## src/hdl/tcc_pkg.sv

```systemverilog
package tcc_pkg;
   // -----------------------------------------------------------------
   // Register map (byte addresses on the bus)
   // -----------------------------------------------------------------
   localparam logic [7:0] ADR_CTRL = 8'h00;
   localparam logic [7:0] ADR_COUNT = 8'h04;
   localparam logic [7:0] ADR_CMP = 8'h08;
   localparam logic [7:0] ADR_FLAG = 8'h0C;
   localparam logic [7:0] ADR_MASK = 8'h10;
   localparam logic [7:0] ADR_ASYNC = 8'h14;

   // -----------------------------------------------------------------
   // Field positions and reset values
   // -----------------------------------------------------------------
   localparam int FLAG_OVF = 0;
   localparam int FLAG_CMP = 1;
   localparam int ASYNC_SEL = 0;
   localparam logic [7:0] RST_BYTE = 8'h00;
   localparam logic [7:0] BOTTOM = 8'h00;
   localparam logic [7:0] MAX = 8'hFF;

   // -----------------------------------------------------------------
   // Modes, actions and clock selections
   // -----------------------------------------------------------------
   localparam logic [1:0] WM_NORMAL = 2'h0;
   localparam logic [1:0] WM_FAST = 2'h1;
   localparam logic [1:0] WM_CTC = 2'h2;
   localparam logic [1:0] WM_PHASE = 2'h3;
   localparam logic [1:0] ACT_NONE = 2'h0;
   localparam logic [1:0] ACT_TOGGLE = 2'h1;
   localparam logic [1:0] ACT_CLEAR = 2'h2;
   localparam logic [1:0] ACT_SET = 2'h3;
   localparam logic [2:0] CS_STOP = 3'h0;
   localparam logic [2:0] CS_DIV1 = 3'h1;
   localparam int PRE_W = 10;

   // Control byte, bit 7 down to bit 0.
   typedef struct packed {
      logic force_compare_strobe;
      logic wave_mode_lo;
      logic [1:0] compare_action_field;
      logic wave_mode_hi;
      logic [2:0] clock_select_field;
   } tcc_ctrl_s;
endpackage : tcc_pkg

```

## src/hdl/tcc_tick_gen.sv

```systemverilog
`timescale 1ns/1ps
module tcc_tick_gen #(
   parameter int PW = tcc_pkg::PRE_W
) (
   // Clock and reset
   input wire logic clk_i,
   input wire logic rst_i,
   // Selection
   input wire logic [2:0] clock_select_field_i,
   input wire logic async_clock_select_i,
   // Crystal pins
   input wire logic osc_pin_in_i,
   output logic osc_pin_out_o,
   // Timer clock pulse
   output logic timer_clock_o
);
   logic osc_q;
   logic [PW-1:0] pre;
   logic src;

   // -----------------------------------------------------------------
   // Prescaler mask for each clock selection
   // -----------------------------------------------------------------
   function automatic logic [PW-1:0] sel_mask(input logic [2:0] cs);
      case (cs)
         3'h2: sel_mask = PW'(7);
         3'h3: sel_mask = PW'(31);
         3'h4: sel_mask = PW'(63);
         3'h5: sel_mask = PW'(127);
         3'h6: sel_mask = PW'(255);
         3'h7: sel_mask = PW'(1023);
         default: sel_mask = '0;
      endcase
   endfunction : sel_mask

   // The crystal source ticks on each rising edge of the oscillator pin.
   assign src = async_clock_select_i ? (osc_pin_in_i & ~osc_q) : 1'b1;

   always_ff @(posedge clk_i) begin
      if (rst_i) begin
         osc_q <= 1'b0;
         osc_pin_out_o <= 1'b1;
      end else begin
         osc_q <= osc_pin_in_i;
         osc_pin_out_o <= ~osc_pin_in_i;
      end
   end

   always_ff @(posedge clk_i) begin
      if (rst_i || clock_select_field_i == tcc_pkg::CS_STOP) begin
         pre <= '0;
      end else if (src) begin
         pre <= pre + PW'(1);
      end
   end

   always_ff @(posedge clk_i) begin
      if (rst_i) begin
         timer_clock_o <= 1'b0;
      end else begin
         timer_clock_o <= src &&
            clock_select_field_i != tcc_pkg::CS_STOP &&
            (pre & sel_mask(clock_select_field_i)) ==
            sel_mask(clock_select_field_i);
      end
   end
endmodule : tcc_tick_gen

```

## src/hdl/tcc_timer8.sv

```systemverilog
// The register offsets and the Wishbone slave port were decided locally.
`timescale 1ns/1ps
// Summary of operation
// - Counter and compare registers are 8 bits.
// - Clock select zero stops the counter.
// - Async select takes clock from crystal.
// - Counter readable and writable without clock.
// - Processor counter write beats count/clear.
// - Each timer clock clears, increments, decrements.
// - Two wave mode bits set the sequence.
// - Bottom zero, max 255, top per mode.
// - Equality sets compare flag next timer clock.
// - Enabled flag requests irq, service clears.
// - Writing one clears compare flag.
// - Overflow flag set per mode, raises irq.
// - Compare buffered only in PWM modes.
// - Buffer loads at max in both PWM modes.
// - Access reaches buffer or active register.
// - Force strobe fakes match in non-PWM.
// - Force changes output only, no flag.
// - Counter write blocks next timer match.
// - Output state survives mode changes.
// - Action bits take effect immediately.
// - Mode zero counts up, wraps, no clear.
// - Normal overflow flag set reaching zero.
// - Mode two clears counter on match.
module tcc_timer8 (
   // Clock and reset
   input wire logic clk_i,
   input wire logic rst_i,
   // Wishbone slave
   input wire logic wb_cyc_i,
   input wire logic wb_stb_i,
   input wire logic wb_we_i,
   input wire logic [7:0] wb_adr_i,
   input wire logic [3:0] wb_sel_i,
   input wire logic [31:0] wb_dat_i,
   output logic [31:0] wb_dat_o,
   output logic wb_ack_o,
   // Crystal pins
   input wire logic osc_pin_in_i,
   output logic osc_pin_out_o,
   // Interrupt requests and service acknowledges
   input wire logic ack_ovf_i,
   input wire logic ack_cmp_i,
   output logic irq_ovf_o,
   output logic irq_cmp_o,
   // Compare output state
   output logic compare_output_o
);
   tcc_pkg::tcc_ctrl_s ctrl;
   logic [7:0] counter_value;
   logic [7:0] compare_value;
   logic [7:0] cmp_buf;
   logic overflow_flag;
   logic compare_flag;
   logic [1:0] irq_en;
   logic async_clock_select;
   logic down;
   logic block;
   logic timer_clock;
   logic wr;
   logic [1:0] wm;
   logic pwm;
   logic eq;
   logic match;
   logic force_hit;
   logic [7:0] next_count;
   logic next_down;
   logic set_ovf;
   logic load_buf;
   logic [7:0] rd;

   // -----------------------------------------------------------------
   // Bus decode
   // -----------------------------------------------------------------
   // A write takes effect on the edge where the master sees ack.
   assign wr = wb_cyc_i & wb_stb_i & wb_we_i & wb_ack_o & wb_sel_i[0];
   assign wm = {ctrl.wave_mode_hi, ctrl.wave_mode_lo};
   assign pwm = wm == tcc_pkg::WM_FAST || wm == tcc_pkg::WM_PHASE;

   function automatic logic hit(input logic [7:0] a);
      hit = wb_adr_i == a;
   endfunction : hit

   always_comb begin
      case (wb_adr_i)
         tcc_pkg::ADR_CTRL: rd = {1'b0, ctrl[6:0]};
         tcc_pkg::ADR_COUNT: rd = counter_value;
         tcc_pkg::ADR_CMP: rd = pwm ? cmp_buf : compare_value;
         tcc_pkg::ADR_FLAG: rd = {6'h00, compare_flag, overflow_flag};
         tcc_pkg::ADR_MASK: rd = {6'h00, irq_en};
         tcc_pkg::ADR_ASYNC: rd = {7'h00, async_clock_select};
         default: rd = 8'h00;
      endcase
   end

   always_ff @(posedge clk_i) begin
      if (rst_i) begin
         wb_ack_o <= 1'b0;
         wb_dat_o <= 32'h00000000;
      end else begin
         wb_ack_o <= wb_cyc_i & wb_stb_i & ~wb_ack_o;
         wb_dat_o <= {24'h000000, rd};
      end
   end

   // -----------------------------------------------------------------
   // Control registers
   // -----------------------------------------------------------------
   always_ff @(posedge clk_i) begin
      if (rst_i) begin
         ctrl <= tcc_pkg::tcc_ctrl_s'(tcc_pkg::RST_BYTE);
         irq_en <= 2'h0;
         async_clock_select <= 1'b0;
      end else if (wr) begin
         if (hit(tcc_pkg::ADR_CTRL)) begin
            ctrl <= tcc_pkg::tcc_ctrl_s'(wb_dat_i[7:0]);
            ctrl.force_compare_strobe <= 1'b0;
         end
         if (hit(tcc_pkg::ADR_MASK)) begin
            irq_en <= wb_dat_i[1:0];
         end
         if (hit(tcc_pkg::ADR_ASYNC)) begin
            async_clock_select <= wb_dat_i[tcc_pkg::ASYNC_SEL];
         end
      end
   end

   // Write-only strobe; a written PWM mode (bit 6 set) makes it void.
   assign force_hit = wr && hit(tcc_pkg::ADR_CTRL) &&
      wb_dat_i[7] && !wb_dat_i[6];

   // -----------------------------------------------------------------
   // Timer clock source
   // -----------------------------------------------------------------
   tcc_tick_gen #(
      .PW(tcc_pkg::PRE_W)
   ) u_tick (
      .clk_i(clk_i),
      .rst_i(rst_i),
      .clock_select_field_i(ctrl.clock_select_field),
      .async_clock_select_i(async_clock_select),
      .osc_pin_in_i(osc_pin_in_i),
      .osc_pin_out_o(osc_pin_out_o),
      .timer_clock_o(timer_clock)
   );

   // -----------------------------------------------------------------
   // Counter sequence
   // -----------------------------------------------------------------
   assign eq = counter_value == compare_value;
   assign match = eq & ~block;

   always_comb begin
      next_count = counter_value + 8'h01;
      next_down = down;
      set_ovf = 1'b0;
      load_buf = 1'b0;
      case (wm)
         tcc_pkg::WM_NORMAL: begin
            set_ovf = counter_value == tcc_pkg::MAX;
         end
         tcc_pkg::WM_CTC: begin
            if (match) begin
               next_count = tcc_pkg::BOTTOM;
            end
            set_ovf = counter_value == tcc_pkg::MAX;
         end
         tcc_pkg::WM_FAST: begin
            set_ovf = counter_value == tcc_pkg::MAX;
            load_buf = counter_value == tcc_pkg::MAX;
         end
         tcc_pkg::WM_PHASE: begin
            if (counter_value == tcc_pkg::MAX) begin
               next_down = 1'b1;
               load_buf = 1'b1;
            end else if (counter_value == tcc_pkg::BOTTOM) begin
               next_down = 1'b0;
               set_ovf = down;
            end
            if (next_down) begin
               next_count = counter_value - 8'h01;
            end
         end
         default: begin
            next_count = counter_value;
         end
      endcase
   end

   always_ff @(posedge clk_i) begin
      if (rst_i) begin
         counter_value <= tcc_pkg::BOTTOM;
         down <= 1'b0;
      end else if (wr && hit(tcc_pkg::ADR_COUNT)) begin
         counter_value <= wb_dat_i[7:0];
      end else if (timer_clock) begin
         counter_value <= next_count;
         down <= next_down;
      end
   end

   always_ff @(posedge clk_i) begin
      if (rst_i) begin
         block <= 1'b0;
      end else if (wr && hit(tcc_pkg::ADR_COUNT)) begin
         block <= 1'b1;
      end else if (timer_clock) begin
         block <= 1'b0;
      end
   end

   // -----------------------------------------------------------------
   // Compare register and buffer
   // -----------------------------------------------------------------
   always_ff @(posedge clk_i) begin
      if (rst_i) begin
         compare_value <= 8'h00;
         cmp_buf <= 8'h00;
      end else begin
         if (wr && hit(tcc_pkg::ADR_CMP)) begin
            cmp_buf <= wb_dat_i[7:0];
         end
         if (wr && hit(tcc_pkg::ADR_CMP) && !pwm) begin
            compare_value <= wb_dat_i[7:0];
         end else if (pwm && timer_clock && load_buf) begin
            compare_value <= cmp_buf;
         end
      end
   end

   // -----------------------------------------------------------------
   // Flags and interrupt requests
   // -----------------------------------------------------------------
   // Hardware set wins over a software or service clear.
   always_ff @(posedge clk_i) begin
      if (rst_i) begin
         compare_flag <= 1'b0;
         overflow_flag <= 1'b0;
      end else begin
         if (timer_clock && match) begin
            compare_flag <= 1'b1;
         end else if ((wr && hit(tcc_pkg::ADR_FLAG) &&
               wb_dat_i[tcc_pkg::FLAG_CMP]) || ack_cmp_i) begin
            compare_flag <= 1'b0;
         end
         if (timer_clock && set_ovf && !(wr && hit(tcc_pkg::ADR_COUNT))) begin
            overflow_flag <= 1'b1;
         end else if ((wr && hit(tcc_pkg::ADR_FLAG) &&
               wb_dat_i[tcc_pkg::FLAG_OVF]) || ack_ovf_i) begin
            overflow_flag <= 1'b0;
         end
      end
   end

   always_ff @(posedge clk_i) begin
      if (rst_i) begin
         irq_cmp_o <= 1'b0;
         irq_ovf_o <= 1'b0;
      end else begin
         irq_cmp_o <= compare_flag & irq_en[tcc_pkg::FLAG_CMP];
         irq_ovf_o <= overflow_flag & irq_en[tcc_pkg::FLAG_OVF];
      end
   end

   // -----------------------------------------------------------------
   // Compare output state
   // -----------------------------------------------------------------
   // Never touched by mode writes, so it survives mode changes.
   always_ff @(posedge clk_i) begin
      if (rst_i) begin
         compare_output_o <= 1'b0;
      end else if (force_hit || (timer_clock && match && !pwm)) begin
         case (force_hit ? wb_dat_i[5:4] : ctrl.compare_action_field)
            tcc_pkg::ACT_TOGGLE: compare_output_o <= ~compare_output_o;
            tcc_pkg::ACT_CLEAR: compare_output_o <= 1'b0;
            tcc_pkg::ACT_SET: compare_output_o <= 1'b1;
            default: compare_output_o <= compare_output_o;
         endcase
      end else if (timer_clock && pwm &&
            ctrl.compare_action_field[1]) begin
         if (match) begin
            compare_output_o <= ctrl.compare_action_field[0] ^
               (wm == tcc_pkg::WM_PHASE && down);
         end else if (wm == tcc_pkg::WM_FAST &&
               counter_value == tcc_pkg::MAX) begin
            compare_output_o <= ~ctrl.compare_action_field[0];
         end
      end
   end

   // -----------------------------------------------------------------
   // Assertions
   // -----------------------------------------------------------------
   property p_stop;
      @(posedge clk_i) disable iff (rst_i)
      $past(ctrl.clock_select_field) == tcc_pkg::CS_STOP &&
         !(wr && hit(tcc_pkg::ADR_COUNT)) |=> $stable(counter_value);
   endproperty
   a_stop: assert property (p_stop) else $error("counter moved");

   property p_cpu_wins;
      @(posedge clk_i) disable iff (rst_i)
      wr && hit(tcc_pkg::ADR_COUNT) |=> counter_value == $past(wb_dat_i[7:0]);
   endproperty
   a_cpu_wins: assert property (p_cpu_wins) else $error("write lost");

   property p_flag_set;
      @(posedge clk_i) disable iff (rst_i)
      timer_clock && eq && !block |=> compare_flag;
   endproperty
   a_flag_set: assert property (p_flag_set) else $error("no flag");

   property p_irq;
      @(posedge clk_i) disable iff (rst_i)
      compare_flag && irq_en[1] |=> irq_cmp_o;
   endproperty
   a_irq: assert property (p_irq) else $error("no irq");

   property p_w1c;
      @(posedge clk_i) disable iff (rst_i)
      wr && hit(tcc_pkg::ADR_FLAG) && wb_dat_i[1] && !(timer_clock && match)
         |=> !compare_flag;
   endproperty
   a_w1c: assert property (p_w1c) else $error("flag kept");

   property p_block;
      @(posedge clk_i) disable iff (rst_i)
      timer_clock && block && !compare_flag |=> !compare_flag;
   endproperty
   a_block: assert property (p_block) else $error("match not blocked");

   property p_normal_wrap;
      @(posedge clk_i) disable iff (rst_i)
      timer_clock && wm == tcc_pkg::WM_NORMAL &&
         counter_value == tcc_pkg::MAX && !wr
         |=> counter_value == tcc_pkg::BOTTOM && overflow_flag;
   endproperty
   a_normal_wrap: assert property (p_normal_wrap) else $error("bad wrap");

   property p_ctc_clear;
      @(posedge clk_i) disable iff (rst_i)
      timer_clock && wm == tcc_pkg::WM_CTC && match && !wr
         |=> counter_value == tcc_pkg::BOTTOM;
   endproperty
   a_ctc_clear: assert property (p_ctc_clear) else $error("no clear");

   property p_force;
      @(posedge clk_i) disable iff (rst_i)
      force_hit && !(timer_clock && match) |=> !$rose(compare_flag);
   endproperty
   a_force: assert property (p_force) else $error("force set flag");

   property p_ack;
      @(posedge clk_i) disable iff (rst_i)
      wb_ack_o |=> !wb_ack_o;
   endproperty
   a_ack: assert property (p_ack) else $error("ack held");

   c_ovf: cover property (@(posedge clk_i) $rose(overflow_flag));
   c_cmp: cover property (@(posedge clk_i) $rose(compare_flag));
   c_force: cover property (@(posedge clk_i) force_hit);
   c_load: cover property (@(posedge clk_i) pwm && timer_clock && load_buf);
endmodule : tcc_timer8

```

## config.mk

```make
export PLATFORM = sky130hd
export DESIGN_NAME = tcc_timer8
export DESIGN_NICKNAME = d
export VERILOG_FILES = /design/src/hdl/tcc_pkg.sv /design/src/hdl/tcc_tick_gen.sv /design/src/hdl/tcc_timer8.sv
export SDC_FILE = /design/constraint.sdc
export NUM_CORES = 1
export LEC_CHECK = 0
export BUFFER_PORTS_ARGS = -buffer_cell sky130_fd_sc_hd__buf_2
export CORE_ASPECT_RATIO = 0.7
export CORE_MARGIN = 1
export CORE_UTILIZATION = 58
export CTS_CLUSTER_SIZE = 40
export DETAILED_ROUTE_END_ITERATION = 8
export PLACE_DENSITY_LB_ADDON = 0.3
export SLEW_MARGIN = 20
export SYNTH_ARGS = -nofsm -noshare
export SYNTH_HDL_FRONTEND = slang
export SYNTH_SLANG_ARGS = --single-unit
```

## constraint.sdc

```tcl
create_clock -name clk_i -period 7 [get_ports clk_i]
set_input_delay 1.05 -clock clk_i [delete_from_list [all_inputs] [get_ports clk_i]]
set_output_delay 1.05 -clock clk_i [all_outputs]
set_load 0.05 [all_outputs]
```

==> flow_summary.toml, run 1 <==
[global_route]
grt_pass1_vias = 2701
grt_start_max_net_pins = 45
global_route.usage.total = 0.2792
initial_antenna_violation_count = 0
grt_first_pass_wirelength_um = 13950
total_congestion_overflow_after_global_routing = 0

[run]
cap_viol_max_count = 0

[setup_path]
timing.critical_path.to_type = "register"
crit_path_start_kind = "primary input"
worst-endpoint-arrival_ns = 3.35
criticalPathCategory = "in -> reg"
critPathRequiredTime_ns = 7.25
crit_path_max_fanout = 10

[floorplan]
floorplan.die_area_mm2 = 0.006597
initial_utilization = 0.6196
rows = 23
die_w_um = 96.65
core_mm2 = 0.005871
dieHeight_um = 68.26
ios = 89

[logic_synthesis]
postSynth.topFlopCell = "sky130_fd_sc_hd__dfxtp_1"
synthesis.area_mm2 = 0.003637
synth_sequential_area_ratio = 0.3467
synthDistinctLibCells = 55
ys.warnings.count = 0
fraction_of_registers_with_async_set_or_reset_after_synthesis = 0
synth-edff-count = 0
postSynthAreaPerCell_um2 = 8.459
synth-seq-cells = 63
post_synth_inst_count = 430

[route]
drt_drc = 0
via_count = 3094
postRouteAntennaNets = 0
count_of_routing_violations_after_the_opening_detailed_route_iteration = 186
detail_route.wl_per_cell_um = 16.44
routed_wl_um = 8730
via_per_inst = 5.827
dr.pass1.iters = 4

[layout]
layout-drive-gt1-share = 0.1601
syn_to_final_growth_pct = 6.846
multi_input_area_mm2 = 0.002105
finish.net_count = 507
n_fill_cell = 505
antenna_cells = 0
finalInstanceArea_mm2 = 0.003886
ff_latch_area_mm2 = 0.001261

[power_and_ir_drop]
power_density_mw_per_mm2 = 186.4
max-vdd-ir-drop_mv = 0.08892
leakagePower_uw = 0.001496

[clock_network]
hold_buffers = 0
clock_tree_from_tritoncts = "yes"
post-cts-setup-buffers = 0
cts-buffers-inserted = 9
ctsLongestPathBuffers = 2
ctsHtreeMaxLevel = 3
clock_input_transition_at_the_sequential_cells_of_the_worst_setup_and_hold_paths_ns = 0.07
worst_skew_pair.late_latency_ns = 0.35
cts.root.buffer_cell = "sky130_fd_sc_hd__clkbuf_8"
cts.sinks = 63
cts_repair_resize_count = 0

[timing]
setup_repair_after_global_routing_missed_its_margin = "false"
finalHoldViolations = 0
fmax_mhz = 323.4
max_slew_margin = 0.2937
final-max-slew-violation-count = 0
final.setup_skew_ns = 0.008769
report.final.setup_viol = 0
tightest_slew_ns = 1.059
final_min_period_over_clock_period = 0.4417
finalSetupTns_ns = 0
fin_crit_period_ns = 3.092

[place]
dp.final_hpwl_um = 6172
place_area_mm2 = 0.003697
finalWeightedCongestion = 0.9136
port-buffer-count = 37

[worst_hold_path]
min_path_type = "reg -> reg"

[run_status]
run_status = "finished clean"
critical path: stages:
cell and delay, ns:
sky130_fd_sc_hd__buf_2 0.10, sky130_fd_sc_hd__or4_4 0.56, sky130_fd_sc_hd__nor4_4 0.42, sky130_fd_sc_hd__nand3_1 0.47, sky130_fd_sc_hd__nand2_1 0.40, sky130_fd_sc_hd__a211oi_1 0.12, sky130_fd_sc_hd__nor4_1 0.24
area by class of cell:
| type | count | share of cell area |
|---|---|---|
| Clock inverter | 6 | 0.01578 |
| Multi-Input combinational cell | 327 | 0.5415 |
| Clock buffer | 10 | 0.03284 |
| Sequential cell | 63 | 0.3245 |
| Timing Repair Buffer | 38 | 0.04958 |
| Inverter | 12 | 0.01159 |
| Tap cell | 75 | 0.02415 |
stage by stage:
stage | instances | hold WS, ns | total power, µW | setup slack (ns) | utilization
floorplan | 453 | 0.4497 | 420.1 | 3.928 | -
global placement | 515 | 0.4769 | 423.5 | 3.680 | 0.6289
detailed placement | 515 | 0.4831 | 423.7 | 3.575 | 0.6298
CTS | 531 | 0.4974 | 725.8 | 3.928 | 0.6620
global route | 531 | 0.5288 | 746.1 | 3.734 | 0.6620
finish | 531 | 0.5026 | 724.4 | 3.908 | 0.6620
placed cells by master (no fill, tap or decap), types with 2 or more instances in the layout:
cell type / netlist / final
sky130_fd_sc_hd__buf_2: 4 / 37
sky130_fd_sc_hd__and4_1: 2 / 2
sky130_fd_sc_hd__nand4_1: 5 / 5
sky130_fd_sc_hd__mux4_2: 2 / 2
sky130_fd_sc_hd__nor2_1: 51 / 51
sky130_fd_sc_hd__nor3_1: 20 / 20
sky130_fd_sc_hd__o22ai_1: 2 / 2
sky130_fd_sc_hd__or4_4: 2 / 2
sky130_fd_sc_hd__dfxtp_1: 63 / 63
sky130_fd_sc_hd__a21oi_1: 23 / 23
sky130_fd_sc_hd__clkbuf_8: 0 / 9
sky130_fd_sc_hd__nand3_1: 15 / 15
sky130_fd_sc_hd__xor2_1: 20 / 20
sky130_fd_sc_hd__o21ai_0: 3 / 3
sky130_fd_sc_hd__mux2i_1: 30 / 30
sky130_fd_sc_hd__o31ai_1: 4 / 3
sky130_fd_sc_hd__clkinv_2: 0 / 3
sky130_fd_sc_hd__o22a_1: 4 / 4
sky130_fd_sc_hd__a211oi_2: 8 / 8
sky130_fd_sc_hd__or3_1: 4 / 4
sky130_fd_sc_hd__nor4_1: 11 / 11
sky130_fd_sc_hd__nand2_1: 33 / 33
sky130_fd_sc_hd__conb_1: 1 / 24
sky130_fd_sc_hd__nand3b_1: 2 / 2
sky130_fd_sc_hd__inv_1: 12 / 12
sky130_fd_sc_hd__nor2b_1: 5 / 5
sky130_fd_sc_hd__ha_1: 4 / 4
sky130_fd_sc_hd__xnor2_1: 10 / 10
sky130_fd_sc_hd__nand2b_1: 7 / 7
sky130_fd_sc_hd__a211oi_1: 6 / 6
sky130_fd_sc_hd__and3_1: 9 / 9
registers in the layout, summed over array words and instances (netlist names):
signal	count
compare_value	8
block	1
wb_ack_o	1
u_tick.pre	10
down	1
async_clock_select	1
irq_cmp_o	1
wb_dat_o	8
ctrl	7
overflow_flag	1
u_tick.osc_q	1
u_tick.timer_clock_o	1
compare_output_o	1
irq_ovf_o	1
u_tick.osc_pin_out_o	1
cmp_buf	8
irq_en	2
counter_value	8
compare_flag	1
worst paths after layout:
kind,cells after the start,from,to,slack (ns)
worst min-delay path,1,wb_ack_o$_SDFF_PP0_,wb_ack_o$_SDFF_PP0_,0.50
worst max register to register,6,counter_value[2]$_SDFFE_PP0P_,counter_value[7]$_SDFFE_PP0P_,4.12
worst max-delay path,7,wb_adr_i[7],counter_value[7]$_SDFFE_PP0P_,3.91
worst min register to register,1,wb_ack_o$_SDFF_PP0_,wb_ack_o$_SDFF_PP0_,0.50
cells in the mapped netlist, types with 2 or more instances:
library cell	number	area, µm²
sky130_fd_sc_hd__o21ai_0	3	15.01
sky130_fd_sc_hd__buf_1	3	11.26
sky130_fd_sc_hd__nor3_1	20	100.1
sky130_fd_sc_hd__nand2_1	33	123.9
sky130_fd_sc_hd__xnor2_1	10	87.58
sky130_fd_sc_hd__a211oi_2	8	100.1
sky130_fd_sc_hd__xor2_1	20	175.2
sky130_fd_sc_hd__nor4_1	11	68.82
sky130_fd_sc_hd__dfxtp_1	63	1261
sky130_fd_sc_hd__and3_1	9	56.30
sky130_fd_sc_hd__or4_4	2	22.52
sky130_fd_sc_hd__a211oi_1	6	45.04
sky130_fd_sc_hd__mux4_2	2	45.04
sky130_fd_sc_hd__ha_1	4	50.05
sky130_fd_sc_hd__clkbuf_1	17	63.81
sky130_fd_sc_hd__buf_6	2	22.52
sky130_fd_sc_hd__o22ai_1	2	12.51
sky130_fd_sc_hd__o22a_1	4	35.03
sky130_fd_sc_hd__nand2b_1	7	43.79
sky130_fd_sc_hd__buf_2	4	20.02
sky130_fd_sc_hd__or3_1	4	25.02
sky130_fd_sc_hd__nor2b_1	5	31.28
sky130_fd_sc_hd__nor2_1	51	191.4
sky130_fd_sc_hd__mux2i_1	30	300.3
sky130_fd_sc_hd__nand3b_1	2	15.01
sky130_fd_sc_hd__buf_4	24	180.2
sky130_fd_sc_hd__a21oi_1	23	115.1
sky130_fd_sc_hd__inv_1	12	45.04
sky130_fd_sc_hd__nand3_1	15	75.07
sky130_fd_sc_hd__o31ai_1	4	30.03
sky130_fd_sc_hd__nand4_1	5	31.28
sky130_fd_sc_hd__and4_1	2	17.52
report_power, final:
part	switching (µW)	total, µW	internal, µW
registers	0.431	360	359
clock network	145	308	163
logic	48.8	57.0	8.24
metal layers:
metal | up-vias | share of wire | global-route usage
li1 | 1496 | - | -
met1 | 1445 | 0.48 | 0.3840
met2 | 137 | 0.41 | 0.4146
met3 | 16 | 0.097 | 0.08274
met4 | 0 | 0.013 | 0.1063
met5 | - | 0 | 0
cell families after synthesis:
group	share of synthesized area
compound gates	0.1194
xor+xnor	0.07224
fa+ha+maj	0.01376
buf+inv	0.09976
flops	0.3467
mux	0.09804
other cells	0.001031
simple gates	0.2491
(Power assumes the default switching activity.)
==> run 2: changes to the inputs <==
--- a/config.mk
+++ b/config.mk
@@ -8,7 +8,7 @@
 export BUFFER_PORTS_ARGS = -buffer_cell sky130_fd_sc_hd__buf_2
 export CORE_ASPECT_RATIO = 0.7
 export CORE_MARGIN = 1
-export CORE_UTILIZATION = 58
+export CORE_UTILIZATION = 49
 export CTS_CLUSTER_SIZE = 40
 export DETAILED_ROUTE_END_ITERATION = 8
 export PLACE_DENSITY_LB_ADDON = 0.3
==> constraint.sdc (replaced) <==
create_clock -name clk_i -period 2.5 [get_ports clk_i]
set_input_delay 0.375 -clock clk_i [delete_from_list [all_inputs] [get_ports clk_i]]
set_output_delay 0.375 -clock clk_i [all_outputs]
set_load 0.05 [all_outputs]
==> run 2 against run 1 <==
Flip-flop and latch count stayed put. Combinational power grew to 2.9 times the previous value. Clock power grew to 2.9 times the previous value. Critical endpoint is now compare_value[6]$_SDFFE_PP0P_. Largest power group unchanged. Highest routed layer unchanged.
==> flow_summary.toml, run 2 (synthesis results as in run 1) <==
[timing]
fmax_mhz = 457.6
report.final.setup_viol = 0
setup_repair_after_global_routing_missed_its_margin = "false"
finalHoldViolations = 0
final-max-slew-violation-count = 0
max_slew_margin = 0.6017
fin_crit_period_ns = 2.185
final.setup_skew_ns = 0.006416
finalSetupTns_ns = 0
hold_ws_ns = 0.2402
tightest_slew_ns = 0.5962
final_min_period_over_clock_period = 0.8742

[clock_network]
clock_tree_from_tritoncts = "yes"
ctsLongestPathBuffers = 2
worst_skew_pair.late_latency_ns = 0.34
hold_buffers = 0
cts.sinks = 63
post-cts-setup-buffers = 0
clock_input_transition_at_the_sequential_cells_of_the_worst_setup_and_hold_paths_ns = 0.07
cts_repair_resize_count = 0
cts-buffers-inserted = 9
ctsHtreeMaxLevel = 3
cts.root.buffer_cell = "sky130_fd_sc_hd__clkbuf_8"

[floorplan]
rows = 25
floorplan.die_area_mm2 = 0.007777
ios = 89
die_w_um = 105.0
dieHeight_um = 74.09
core_mm2 = 0.006975
initial_utilization = 0.5214

[layout]
ff_latch_area_mm2 = 0.001261
antenna_cells = 0
multi_input_area_mm2 = 0.002100
largest_reg_flops = 10
finish.net_count = 532
count_of_non_filler_cells_in_the_finished_layout = 575
layout-drive-gt1-share = 0.2017
layout.cells.most_common = "sky130_fd_sc_hd__dfxtp_1"
finalInstanceArea_mm2 = 0.004103
syn_to_final_growth_pct = 12.80
n_fill_cell = 623
commonest_non_fill_non_tap_cells_in_the_layout = "sky130_fd_sc_hd__dfxtp_1 (63), sky130_fd_sc_hd__nor2_1 (51), sky130_fd_sc_hd__buf_2 (37)"
top_register = "u_tick.pre"
fin_util = 0.5882

[setup_path]
cp_num_cells = 8
critical_path.reg2reg.startpoint = "counter_value[4]$_SDFFE_PP0P_"
rrSetupSlack_ns = 0.50
reg2reg_depth = 6
crit_chain = "buf_2 > or4_4 > or4_4 > nor3_2 > buf_4 > nand2b_4 > nor2_1 > a211oi_2"
critPathBufInv = 2
criticalPathCategory = "in -> reg"
worst_path_dominant_cell_family = "simple AND/OR/NAND/NOR gates"
timing.critical_path.to_type = "register"
timing.critical_path.mode_cell = "sky130_fd_sc_hd__or4_4"
worst-endpoint-arrival_ns = 2.40
crit_path_max_fanout = 16
cpMaxStageDelayCell = "sky130_fd_sc_hd__or4_4"
critPathRequiredTime_ns = 2.72
critical_path.reg2reg.endpoint = "compare_output_o$_SDFFE_PP0P_"
crit_path_start_kind = "primary input"
cp_slowest_stage_delay_ns = 0.55

[worst_hold_path]
worst_hold_path.num_cells = 2
min_path_type = "in -> reg"
holdPathEnd = "u_tick.osc_pin_out_o$_SDFF_PP1_"
min-delay-start = "osc_pin_in_i"

[global_route]
initial_antenna_violation_count = 0
grt_pass1_vias = 2848
total_congestion_overflow_after_global_routing = 0
global_route.usage.total = 0.2458
grt_first_pass_wirelength_um = 14540
grt_start_max_net_pins = 24

[route]
via_count = 3184
dr.pass1.iters = 5
postRouteAntennaNets = 0
routed_wl_um = 8948
drt_drc = 0
detail_route.wl_per_cell_um = 15.56
via_per_inst = 5.537
count_of_routing_violations_after_the_opening_detailed_route_iteration = 232

[run]
cap_viol_max_count = 0

[place]
place_area_mm2 = 0.003904
number_of_placed_cells_counting_well_taps = 559
port-buffer-count = 37
finalWeightedCongestion = 0.8676
dp.final_hpwl_um = 6773

[power_and_ir_drop]
leakagePower_uw = 0.001631
power_density_mw_per_mm2 = 502.7
max-vdd-ir-drop_mv = 0.2516

[run_status]
run_status = "finished clean"
[run 2: stage by stage]
stage               total power, µW  setup slack (ns)
floorplan                      1176            0.1033
global route                   2130            0.2498
finish                         2063            0.3146
CTS                            2073            0.3307
detailed placement             1192          -0.01408
global placement               1191           0.02904
[run 2: cell type report]
class / instances / area share
clock buffer: 11 / 0.03446
clock inverter: 5 / 0.01403
inverter: 12 / 0.01098
multi-input combinational: 327 / 0.5117
sequential: 63 / 0.3074
tap: 94 / 0.02867
timing repair buffer: 63 / 0.09271
[run 2: how the worst max path moves through the flow]
| stage | start | endpoint | slack [ns] |
|---|---|---|---|
| after floorplan | wb_adr_i[7] | compare_value[6]$_SDFFE_PP0P_ | 0.10 |
| after global routing | wb_adr_i[7] | compare_value[4]$_SDFFE_PP0P_ | 0.25 |
| final | wb_adr_i[7] | compare_value[6]$_SDFFE_PP0P_ | 0.31 |
| after global placement | wb_adr_i[7] | compare_value[5]$_SDFFE_PP0P_ | 0.03 |
| after detailed placement | wb_adr_i[7] | compare_value[6]$_SDFFE_PP0P_ | -0.01 |
| after CTS | wb_adr_i[7] | compare_value[6]$_SDFFE_PP0P_ | 0.33 |
[run 2: worst reg2reg max path, cell delays in order, from the launching register on]
cell and delay [ns]:
sky130_fd_sc_hd__dfxtp_1 0.42, sky130_fd_sc_hd__and4_1 0.26, sky130_fd_sc_hd__nand4_1 0.13, sky130_fd_sc_hd__or4_1 0.48, sky130_fd_sc_hd__a21oi_1 0.19, sky130_fd_sc_hd__nor4_1 0.08, sky130_fd_sc_hd__a2111oi_1 0.32
[run 2: per-layer routing]
| layer | vias up | GRT usage | share of wire |
|---|---|---|---|
| met5 | - | 0 | 0 |
| met4 | 0 | 0.08138 | 0.015 |
| met3 | 18 | 0.05609 | 0.087 |
| met2 | 137 | 0.3723 | 0.41 |
| met1 | 1486 | 0.3488 | 0.49 |
| li1 | 1543 | - | - |
[run 2: where the power goes]
group / switching, µW / internal [µW] / total [µW]
clock: 405 / 488 / 893
combinational: 137 / 26.4 / 164
sequential: 1.02 / 1010 / 1010
total: 543 / 1520 / 2060
==> run 3: changes to the inputs <==
--- a/config.mk
+++ b/config.mk
@@ -6,9 +6,11 @@
 export NUM_CORES = 1
 export LEC_CHECK = 0
 export BUFFER_PORTS_ARGS = -buffer_cell sky130_fd_sc_hd__buf_2
+export CELL_PAD_IN_SITES_DETAIL_PLACEMENT = 2
+export CELL_PAD_IN_SITES_GLOBAL_PLACEMENT = 2
 export CORE_ASPECT_RATIO = 0.7
 export CORE_MARGIN = 1
-export CORE_UTILIZATION = 49
+export CORE_UTILIZATION = 28
 export CTS_CLUSTER_SIZE = 40
 export DETAILED_ROUTE_END_ITERATION = 8
 export PLACE_DENSITY_LB_ADDON = 0.3
==> run 3 against run 2 <==
The flow now finishes with violations (design-rule violations). Non-clock buffer count down 1. Register-to-register slack lost 0.28 ns. Worst setup slack worse by 0.099 ns. Global-route usage fell by 5.8 points. Clock power grew 53%. Flip-flop and latch count unchanged. Sequential share of layout area decreased by 1.6 points. Total power grew 24%. Via count grew 1.2%. Cell count grew 12%. Largest cell class unchanged. Highest routed layer unchanged.
==> flow_summary.toml, run 3 (synthesis results as in run 1) <==
[run_status]
run_status = "finished, violations left"
failed_checks = "design-rule violations"

[timing]
fin_crit_period_ns = 2.284
hold_ws_ns = 0.2400
finalSetupTns_ns = 0
finalHoldViolations = 0
final.setup_skew_ns = 0.004702
setup_repair_after_global_routing_missed_its_margin = "false"
tightest_slew_ns = 0.5998
final_min_period_over_clock_period = 0.9138
fmax_mhz = 437.8
report.final.setup_viol = 0
max_slew_margin = 0.5964
final-max-slew-violation-count = 0

[setup_path]
worst-endpoint-arrival_ns = 2.50
worst_path_dominant_cell_family = "simple AND/OR/NAND/NOR gates"
crit_chain = "and4_1 > nand4_1 > or4_1 > a21oi_1 > nor4_1 > a2111oi_1"
crit_path_max_fanout = 7
crit_path_start_kind = "register"
cp_slowest_stage_delay_ns = 0.54
timing.critical_path.to_type = "register"
criticalPathCategory = "reg -> reg"
critPathBufInv = 0
critPathRequiredTime_ns = 2.71
cpMaxStageDelayCell = "sky130_fd_sc_hd__dfxtp_1"

[power_and_ir_drop]
power_density_mw_per_mm2 = 588.7
power_uw = 2549
power_frac_clock = 0.538
switching_share_of_power = 0.2417
sequentialPowerShare = 0.395
max-vdd-ir-drop_mv = 0.3073
switching_power_uw = 616.1
leakagePower_uw = 0.001684
internal-power_uw = 1933
comb_power_share = 0.067

[clock_network]
clock_tree_from_tritoncts = "yes"
worst_skew_pair.late_latency_ns = 0.33
ctsLongestPathBuffers = 2
cts.root.buffer_cell = "sky130_fd_sc_hd__clkbuf_16"
post-cts-setup-buffers = 0
cts_repair_resize_count = 0
cts.sinks = 63
hold_buffers = 0
clock_input_transition_at_the_sequential_cells_of_the_worst_setup_and_hold_paths_ns = 0.06
cts-buffers-inserted = 9
ctsHtreeMaxLevel = 3

[layout]
layout.cells.most_common = "sky130_fd_sc_hd__dfxtp_1"
largest_reg_flops = 10
syn_to_final_growth_pct = 19.06
antenna_cells = 0
commonest_non_fill_non_tap_cells_in_the_layout = "sky130_fd_sc_hd__dfxtp_1 (63), sky130_fd_sc_hd__nor2_1 (51), sky130_fd_sc_hd__buf_2 (37)"
top_register = "u_tick.pre"
n_fill_cell = 1391
fin_util = 0.3451
layout-drive-gt1-share = 0.2000
count_of_non_filler_cells_in_the_finished_layout = 642
finish.net_count = 531

[floorplan]
ios = 89
floorplan.die_area_mm2 = 0.01346
rows = 34
dieHeight_um = 97.36
initial_utilization = 0.2898
core_mm2 = 0.01255
die_w_um = 138.2

[route]
dr.pass1.iters = 6
routed_wl_um = 12080
count_of_routing_violations_after_the_opening_detailed_route_iteration = 135
postRouteAntennaNets = 0
detail_route.wl_per_cell_um = 18.81
drt_drc = 8
via_count = 3221
via_per_inst = 5.017

[worst_hold_path]
min_path_type = "in -> reg"

[place]
port-buffer-count = 37
finalWeightedCongestion = 0.8161
number_of_placed_cells_counting_well_taps = 626
dp.final_hpwl_um = 9076

[global_route]
grt_pass1_vias = 3385
global_route.usage.total = 0.1878
initial_antenna_violation_count = 0
grt_first_pass_wirelength_um = 19290
grt_start_max_net_pins = 43
total_congestion_overflow_after_global_routing = 0

[run]
cap_viol_max_count = 0
[run 3: cell count changes in the layout (fill, tap and decap cells not counted), sizes merged]
cell / previous run / this run
bufinv: 1 / 2
clkinvlp: 0 / 1
clkinv: 4 / 2
buf: 63 / 62
[run 3: power groups by stage]
stage               clock network [µW]  logic [µW]  registers (µW)
global placement                     0         168            1030
finish                            1370         170            1010
floorplan                            0         142            1030
detailed placement                   0         170            1030
global route                      1450         179            1010
CTS                               1410         170            1010
[run 3: layout make-up]
| cell class | instances | area, µm² | share of cell area |
|---|---|---|---|
| timing repair buffer | 62 | 397.9 | 0.09188 |
| clock buffer | 11 | 242.7 | 0.05605 |
| inverter | 12 | 45.04 | 0.01040 |
| multi-input combinational | 327 | 2100 | 0.4848 |
| clock inverter | 5 | 81.33 | 0.01878 |
| sequential | 63 | 1261 | 0.2912 |
| tap | 162 | 202.7 | 0.04681 |
[run 3: path summary, 6_finish.rpt]
kind | slack (ns) | from | to | depth (start not counted)
setup / recovery | 0.22 | counter_value[5]$_SDFFE_PP0P_ | compare_output_o$_SDFFE_PP0P_ | 6
hold / removal | 0.24 | osc_pin_in_i | u_tick.osc_pin_out_o$_SDFF_PP1_ | 2
setup reg to reg | 0.22 | counter_value[5]$_SDFFE_PP0P_ | compare_output_o$_SDFFE_PP0P_ | 6
hold reg to reg | 0.49 | wb_ack_o$_SDFF_PP0_ | wb_ack_o$_SDFF_PP0_ | 1
[run 3: metal layers]
metal	vias to the layer above	GRT usage	routed length (µm)
li1	1544	-	-
met1	1590	0.2708	6108
met2	76	0.2826	5286
met3	11	0.03943	586
met4	0	0.04667	97
met5	-	0	0
[run 3: stage by stage]
stage	setup WS (ns)	area (µm²)
finish	0.2156	4330
detailed placement	-0.06285	4006
CTS	0.2099	4330
global placement	-0.001164	4006
global route	0.1041	4330
floorplan	0.1033	3724
[run 3: worst reg2reg max path, stage by stage (launching register included)]
cell and delay (ns):
sky130_fd_sc_hd__dfxtp_1 0.54, sky130_fd_sc_hd__and4_1 0.29, sky130_fd_sc_hd__nand4_1 0.14, sky130_fd_sc_hd__or4_1 0.50, sky130_fd_sc_hd__a21oi_1 0.24, sky130_fd_sc_hd__nor4_1 0.12, sky130_fd_sc_hd__a2111oi_1 0.33
